<file path="src/verilog/ldr_defs.vh">
`ifndef LDR_DEFS_VH
`define LDR_DEFS_VH
`define LDR_ADDR_CTL0 8'h65
`define LDR_ADDR_CTL1 8'h61
`define LDR_ADDR_CTL2 8'h66
`define LDR_ADDR_SEQ0 8'hed
`define LDR_ADDR_SEQ1 8'hee
`define LDR_ADDR_SEQ2 8'hef
`define LDR_ADDR_VOUT0 8'h68
`define LDR_ADDR_VOUT1 8'h69
`define LDR_ADDR_VOUT2 8'h6a
`define LDR_CTL_RESET 8'h00
`define LDR_CTL_MASK 8'h03
`define LDR_SEQ_MASK 8'h3f
`define LDR_VOUT_MASK 8'h1f
`define LDR_BIT_SEL 1
`define LDR_BIT_EN 0
`define LDR_CLASS_HI 5
`define LDR_CLASS_LO 4
`define LDR_SLOT_HI 3
`define LDR_SLOT_LO 0
`define LDR_SLOT_EXCLUDED 4'hf
`define LDR_VOUT_MAX_CODE 5'h1a
`define LDR_MV_BASE 11'h3e8
`define LDR_MV_STEP 11'h019
`define LDR_CLASS_A 2'h0
`define LDR_CLASS_U 2'h1
`define LDR_CLASS_S 2'h2
`define LDR_CLASS_SX 2'h3
`endif

</file>
<file path="src/verilog/ldr_rail_decode.v">
`timescale 1ns/1ps
`include "ldr_defs.vh"
module ldr_rail_decode (
  // Register contents
  input wire [7:0] ctl,
  input wire [7:0] seq,
  input wire [7:0] vout,
  // Sequencer
  input wire sleep_state_line,
  // Decoded
  output wire rail_on,
  output wire pass_switch,
  output wire [10:0] target_mv,
  output wire [1:0] rail_class,
  output wire [3:0] power_up_slot,
  output wire slot_excluded
);
  wire [4:0] code;
  assign code = vout[4:0];
  assign rail_on = ctl[`LDR_BIT_SEL] ? ctl[`LDR_BIT_EN] : sleep_state_line;
  assign pass_switch = code > `LDR_VOUT_MAX_CODE;
  // Pass-switch codes report the top regulated target
  assign target_mv = `LDR_MV_BASE + `LDR_MV_STEP * (pass_switch ? {6'h00, `LDR_VOUT_MAX_CODE} : {6'h00, code});
  assign rail_class = seq[`LDR_CLASS_HI:`LDR_CLASS_LO];
  assign power_up_slot = seq[`LDR_SLOT_HI:`LDR_SLOT_LO];
  assign slot_excluded = power_up_slot == `LDR_SLOT_EXCLUDED;
endmodule

</file>
<file path="src/verilog/ldr_rail_regs.v">
`timescale 1ns/1ps
`include "ldr_defs.vh"
// Operation
// - With source select clear, each rail follows its sleep state line and the enable bit is ignored.
// - With source select set, each rail follows its manual enable bit.
// - Voltage code 0 means 1000 mV and each step adds 25 mV.
// - Code 26 is the highest regulated code, 1650 mV.
// - Codes 27 and above select pass-switch operation.
// - Rail class bits 5:4 decode as A, U, S, SX.
// - Slot bits 3:0 pick group 0 to 14, and 15 excludes the rail from sequencing.
// - Voltage and sequencing registers load from OTP at power-up and stay writable.
module ldr_rail_regs (
  // Clock and reset
  input wire core_clk,
  input wire sys_rst,
  // Register port from the I2C slave
  input wire [7:0] reg_addr,
  input wire reg_wr,
  input wire [7:0] reg_wdata,
  output reg [7:0] reg_rdata,
  output wire reg_hit,
  // OTP preload values, valid while otp_load is high
  input wire otp_load,
  input wire [23:0] otp_vout,
  input wire [23:0] otp_seq,
  // Sequencer sleep lines, one per rail
  input wire [2:0] sleep_state_line,
  // Rail outputs
  output wire [2:0] rail_on,
  output wire [2:0] pass_switch,
  output wire [32:0] target_mv,
  output wire [5:0] rail_class,
  output wire [11:0] power_up_slot,
  output wire [2:0] slot_excluded
);
  reg [7:0] ctl [0:2];
  reg [7:0] seq [0:2];
  reg [7:0] vout [0:2];
  integer i;

  function [1:0] ldr_index;
    input [7:0] a;
    input [7:0] a0;
    input [7:0] a1;
    begin
      ldr_index = (a == a0) ? 2'h0 : (a == a1) ? 2'h1 : 2'h2;
    end
  endfunction

  function ldr_match;
    input [7:0] a;
    input [7:0] a0;
    input [7:0] a1;
    input [7:0] a2;
    begin
      ldr_match = (a == a0) | (a == a1) | (a == a2);
    end
  endfunction

  wire hit_ctl;
  wire hit_seq;
  wire hit_vout;
  wire [1:0] idx_ctl;
  wire [1:0] idx_seq;
  wire [1:0] idx_vout;
  assign hit_ctl = ldr_match(reg_addr, `LDR_ADDR_CTL0, `LDR_ADDR_CTL1, `LDR_ADDR_CTL2);
  assign hit_seq = ldr_match(reg_addr, `LDR_ADDR_SEQ0, `LDR_ADDR_SEQ1, `LDR_ADDR_SEQ2);
  assign hit_vout = ldr_match(reg_addr, `LDR_ADDR_VOUT0, `LDR_ADDR_VOUT1, `LDR_ADDR_VOUT2);
  assign idx_ctl = ldr_index(reg_addr, `LDR_ADDR_CTL0, `LDR_ADDR_CTL1);
  assign idx_seq = ldr_index(reg_addr, `LDR_ADDR_SEQ0, `LDR_ADDR_SEQ1);
  assign idx_vout = ldr_index(reg_addr, `LDR_ADDR_VOUT0, `LDR_ADDR_VOUT1);
  assign reg_hit = hit_ctl | hit_seq | hit_vout;

  // Control registers reset to constants; OTP fields load while otp_load holds
  always @(posedge core_clk) begin
    if (sys_rst) begin
      for (i = 0; i < 3; i = i + 1) begin
        ctl[i] <= `LDR_CTL_RESET;
      end
    end else if (reg_wr && hit_ctl) begin
      ctl[idx_ctl] <= reg_wdata & `LDR_CTL_MASK;
    end
  end

  // OTP load takes priority so a stray write cannot corrupt the preload
  always @(posedge core_clk) begin
    if (sys_rst) begin
      for (i = 0; i < 3; i = i + 1) begin
        seq[i] <= 8'h00;
        vout[i] <= 8'h00;
      end
    end else if (otp_load) begin
      for (i = 0; i < 3; i = i + 1) begin
        seq[i] <= otp_seq[i*8 +: 8] & `LDR_SEQ_MASK;
        vout[i] <= otp_vout[i*8 +: 8] & `LDR_VOUT_MASK;
      end
    end else if (reg_wr) begin
      if (hit_seq) begin
        seq[idx_seq] <= reg_wdata & `LDR_SEQ_MASK;
      end
      if (hit_vout) begin
        vout[idx_vout] <= reg_wdata & `LDR_VOUT_MASK;
      end
    end
  end

  // Unmapped addresses read zero
  always @(posedge core_clk) begin
    if (sys_rst) begin
      reg_rdata <= 8'h00;
    end else if (hit_ctl) begin
      reg_rdata <= ctl[idx_ctl];
    end else if (hit_seq) begin
      reg_rdata <= seq[idx_seq];
    end else if (hit_vout) begin
      reg_rdata <= vout[idx_vout];
    end else begin
      reg_rdata <= 8'h00;
    end
  end

  genvar g;
  generate
    for (g = 0; g < 3; g = g + 1) begin : rail
      ldr_rail_decode u_dec (
        .ctl(ctl[g]),
        .seq(seq[g]),
        .vout(vout[g]),
        .sleep_state_line(sleep_state_line[g]),
        .rail_on(rail_on[g]),
        .pass_switch(pass_switch[g]),
        .target_mv(target_mv[g*11 +: 11]),
        .rail_class(rail_class[g*2 +: 2]),
        .power_up_slot(power_up_slot[g*4 +: 4]),
        .slot_excluded(slot_excluded[g])
      );
    end
  endgenerate
endmodule

</file>
<file path="config.mk">
export PLATFORM = sky130hd
export DESIGN_NAME = ldr_rail_regs
export DESIGN_NICKNAME = d
export VERILOG_FILES = /design/src/verilog/ldr_rail_decode.v /design/src/verilog/ldr_rail_regs.v
export VERILOG_INCLUDE_DIRS = /design/src /design/src/verilog
export SDC_FILE = /design/constraint.sdc
export NUM_CORES = 1
export LEC_CHECK = 0
export ABC_AREA = 1
export ABC_CLOCK_PERIOD_IN_PS = 3500
export BUFFER_PORTS_ARGS = -buffer_cell sky130_fd_sc_hd__buf_2
export CAP_MARGIN = 20
export CORE_ASPECT_RATIO = 1.2
export CORE_MARGIN = 2
export CORE_UTILIZATION = 40
export CTS_CLUSTER_SIZE = 28
export DETAILED_ROUTE_END_ITERATION = 10
export PLACE_DENSITY = 0.78
export SYNTH_ARGS = -nofsm -noshare
export SYNTH_HDL_FRONTEND = slang
export SYNTH_SLANG_ARGS = --single-unit
</file>
<file path="constraint.sdc">
create_clock -name core_clk -period 3.5 [get_ports core_clk]
set_input_delay 0.7 -clock core_clk [delete_from_list [all_inputs] [get_ports core_clk]]
set_output_delay 0.7 -clock core_clk [all_outputs]
set_load 0.02 [all_outputs]
</file>
Word-level counts from Yosys, hierarchy flattened
Memories as Yosys holds them, arrays and structs flattened.
Cells that the tools add are included.
{"block": "totals", "ff_bits": 8, "romBits": 0, "mem_bits_rw": 39, "wordCells": 91, "mem_count": 3, "in_bits": 71, "latchBits": 0, "output_inout_bits": 69}
{"name": "seq", "depth": 3, "word_bits": 6, "rd": 4, "rd_clocked_by_memory_dff": 0, "write_ports": 3, "line": "ldr_rail_regs.v:37", "text": "reg [7:0] seq [0:2];"}
{"name": "vout", "depth": 3, "word_bits": 5, "rd": 4, "rd_clocked_by_memory_dff": 0, "write_ports": 3, "line": "ldr_rail_regs.v:38", "text": "reg [7:0] vout [0:2];"}
{"name": "ctl", "depth": 3, "word_bits": 2, "rd": 4, "rd_clocked_by_memory_dff": 0, "write_ports": 3, "line": "ldr_rail_regs.v:36", "text": "reg [7:0] ctl [0:2];"}
{"block": "op_classes", "bitwise_logic": 14, "shifts": 0, "n_addsub": 3, "n_eq_ne": 12, "mux": 48, "n_reduce_logical": 4, "order_cmp": 3, "n_div": 0, "n_mul": 3}
{"operator": "$eq 8x7->1 const B", "n": 6}
{"operator": "$mux 5", "n": 7}
{"operator": "$add 10x11->11 const A", "n": 3}
{"operator": "$mul 5x11->11 const A", "n": 3}
{"operator": "$eq 8x8->1 const B", "n": 3}
{"operator": "$mux 1", "n": 24}
{"operator": "$mux 6", "n": 4}
{"operator": "$mux 8", "n": 3}
{"operator": "$mux 2", "n": 10}
{"operator": "$gt 5x5->1 const B", "n": 3}
{"operator": "$or 1x1->1", "n": 14}
{"operator": "$eq 4x4->1 const B", "n": 3}
{"operator": "$reduce_or 6->1", "n": 1}
{"operator": "$reduce_or 5->1", "n": 1}
{"operator": "$reduce_or 2->1", "n": 1}
{"operator": "$logic_and 1x1->1", "n": 1}

Depth between registers and ports, before layout
{"block": "logic_depth", "depth_word": 10, "mapped_depth": 20, "depth_no_buf": 20}

Hierarchy
Synthesis repeated with hierarchy kept, for this count alone.
{"block": "unflattened", "hier_cells": 541, "area_unflattened_um2": 4280.4}
{"module": "ldr_rail_regs", "cells_each": 304, "area_each_um2": 2576.2, "n_inst": 1, "seq_area_each_um2": 1291.2}
{"module": "ldr_rail_decode", "cells_each": 79, "area_each_um2": 568.0, "n_inst": 3, "seq_area_each_um2": 0.0}

Worst setup path before layout
OpenSTA, ideal clock, no wires.
{"block": "synth_path", "kind": "register to output", "start": "memory vout[2][3] in the netlist's numbering", "end": "output target_mv[32]", "t_arrival_ns": 3.348, "required_ns": 2.800, "n_path_buf": 0, "path_stages_with_launch": 19, "slack_ns": -0.548, "path_cell_list": "edfxtp_1 > ha_1 > nand2_1 > inv_1 > o21ai_0 > inv_1 > nor2_1 > inv_1 > ha_1 > inv_1 > fa_1 > ha_1 > ha_1 > a21oi_1 > nand2_1 > a21o_1 > nand2_1 > nand3b_1 > nand2_1"}
{"element": "start, declared", "line": "ldr_rail_regs.v:38"}
{"element": "end, declared", "line": "ldr_rail_regs.v:31", "text": "output wire [32:0] target_mv,"}

==> results_dict.tcl <==
set metrics [dict create \
    status "finished, violations left" \
    violations "setup timing" \
    synth_top_cell_by_area "edfxtp_1" \
    arrival_ps 3200 \
    first_global_vias 4147 \
    relSlewSlack_pct 58.05 \
    rrSetupSlack_ps 2300 \
    r2r-start "vout[2][3]$_DFFE_PP_" \
    ir_worst_vdd_mv 0.2586 \
    pre_cts_ws_ps -196.9 \
    max-cap-violations 0 \
    syn_inst 521 \
    die_h_um 115.4 \
    timing.final.crit_share_pct 111.5 \
    yosys-top-cells-area "edfxtp_1 28%, ha_1 17%, nand2_1 8.4%" \
    antenna_found_initial 0 \
    worst_slack_ps -403.9 \
    fmax_mhz 256.2 \
    grt_pass1_wl_um 19110 \
    holdPathStages 2 \
    syn_avg_cell_area_um2 7.944 \
    clk_transition_reported_paths_ps 60 \
    cts_tree "done" \
    worstHoldPathType "reg -> reg" \
    vias_per_cell 5.188 \
    ys_seq_area_share_pct 31.20 \
    finalMaxSlewViolations 0 \
    design.die.area_um2 11180 \
    worstSkewPairLatency_ps 290 \
    synth_top_cell_area_share_pct 28.30 \
    cts.path.max_buffers 2 \
    r2r_end "reg_rdata[3]$_SDFF_PP0_" \
    critPathKind "reg -> out" \
    hold_end "reg_rdata[5]$_SDFF_PP0_" \
    drtPass1Iterations 5 \
    netlist_area_um2 4139 \
    ys.flop_type "edfxtp_1" \
    worst_pin_slew_ps 629.2 \
    ys_types 38 \
    cts_sinks 45 \
    r2r_cells 6 \
    synth-edff-count 39 \
    powerDensity_nw_per_um2 411.9 \
    gr-total-overflow 0 \
    ys_ff_latch 45 \
    grt_max_degree 35 \
    post-route-drc-count 0 \
    drtAntennaViolNets 0 \
    nets 823 \
    async_flop_share_pct 0 \
    cts_buffers 5 \
    rsz0062_at_grt "yes" \
    start_util_pct 41.14 \
    skew_ps 3.275 \
    wl_met1_um 4634 \
    place_inst 784 \
    track_usage_pct 21.12 \
    coreArea_um2 10060 \
    met3_length_um 675 \
    avgRoutedWirePerCell_um 15.35 \
    setup_viol 10 \
    vias 4244 \
    area_growth_pct 45.41 \
    fin_total_pwr_mw 2.479 \
    cp-end-kind "primary output" \
    utilization_pct 59.83 \
    placementRows 40 \
    drt_iter0_markers 229 \
    wirelength_um 12550 \
    gp_congestion 0.8313 \
    synth_warnings 0 \
    portBuffers 120 \
    required_ps 2800 \
    final_layout_size_suffix_gt1_share_pct 45.38 \
    min_period_ps 3904 \
    p_leak_nw 2.986 \
    hold_viol_final 0 \
    io_pins 140 \
    synth_common_cells "93 x nand2_1, 79 x inv_1, 66 x nand3_1" \
    antennaDiodeCount 0 \
    finalNonFillerCells 818 \
    htreeDepth 2 \
    cts_root_buf "clkbuf_16" \
    wl_met2_um 6766 \
    maxUsedRoutingLayer "met4" \
    cts_hold_buf 0 \
    cp_max_fo 4 \
    dp.final_hpwl_um 9158 \
    yosysMostFrequentCell "nand2_1" \
    min_from "seq[2][5]$_DFFE_PP_" \
    die_width_um 96.86 \
    startpoint_type "register" \
]
registers in the layout (all words and copies together) (netlist names):
name / count
ctl: 6
vout: 15
reg_rdata: 6
seq: 18
layout by cell type, fill, tap and decap left out, drive strengths merged, types with 2 or more instances in the layout:
master	n
buf	182
nand2	102
inv	83
nand3	67
ha	55
o21ai	52
nor2	42
edfxtp	39
a21oi	14
xor2	9
nand4	8
dfxtp	6
fa	6
clkbuf	5
xnor2	4
nor3	3
o21a	2
and3	2
conb	2
cells by family after synthesis:
logic type / Yosys count / synth area share, %
other: 1 / 0.09060
multiplexers: 1 / 0.2720
AO/OA/AOI/OAI: 71 / 9.765
buffers and inverters: 103 / 10.37
adder cells (fa/ha/maj): 61 / 19.53
AND/OR/NAND/NOR: 226 / 26.03
flip-flops: 45 / 31.20
XOR/XNOR: 13 / 2.751
worst max-delay path, stage by stage, from the launching register on:
cell and delay (ps):
edfxtp_1 420, ha_2 200, nand2_2 70, inv_2 40, o21ai_2 50, inv_2 80
nor2_4 140, ha_4 140, inv_2 40, fa_1 510, ha_4 300, ha_4 200
a21oi_2 100, nand2_1 70, a21o_1 180, nand2_2 60, nand2_1 50, nand2_1 60
nand2_2 50, buf_6 120
per-stage QoR:
stage / setup TNS [ps] / instance area [µm²] / hold WS [ps]
6_report: -1942 / 6018 / 678.9
3_5_place_dp: -498.0 / 5159 / 653.0
4_1_cts: -1493 / 5756 / 672.8
2_1_floorplan: -271.3 / 4248 / 634.7
5_1_grt: -3168 / 6018 / 676.4
3_3_place_gp: -145.0 / 5159 / 653.2
routing by layer:
metal / track usage, % / up-vias
met1: 22.85 / 1974
met3: 2.955 / 37
met2: 40.93 / 187
met4: 9.577 / 0
met5: 0 / -
li1: - / 2046
power by group:
part	leakage (nW)	total [mW]	internal [mW]	switching (mW)
combinational	2.45	1.30	0.601	0.695
clock	0.0775	0.534	0.334	0.200
sequential	0.460	0.650	0.623	0.0271
how the worst max path moves through the flow:
stage | from | to | slack, ps
finish | vout[2][3]$_DFFE_PP_ | target_mv[32] | -400
detailed placement | vout[2][4]$_DFFE_PP_ | target_mv[32] | -200
CTS | vout[2][3]$_DFFE_PP_ | target_mv[32] | -360
global placement | vout[2][4]$_DFFE_PP_ | target_mv[32] | -110
global route | vout[2][1]$_DFFE_PP_ | target_mv[32] | -550
floorplan | vout[2][3]$_DFFE_PP_ | target_mv[32] | -110
layout make-up:
type                    count  area (µm²)
clock buffers               5       125.1
clock inverters             3       41.29
fillers                   830        4041
inverters                  83       316.6
multi-input cells         374        2943
flip-flops and latches     45        1291
well taps                 126       157.7
repair buffers            182        1144
what timing repair did:
action                                  CTS  global route
setup buffers                            16            15
gates cloned                              0             0
pin swaps                                36            47
endpoints found under the setup margin   13            14
resized for setup                        72            44
(Power assumes the default switching activity.)
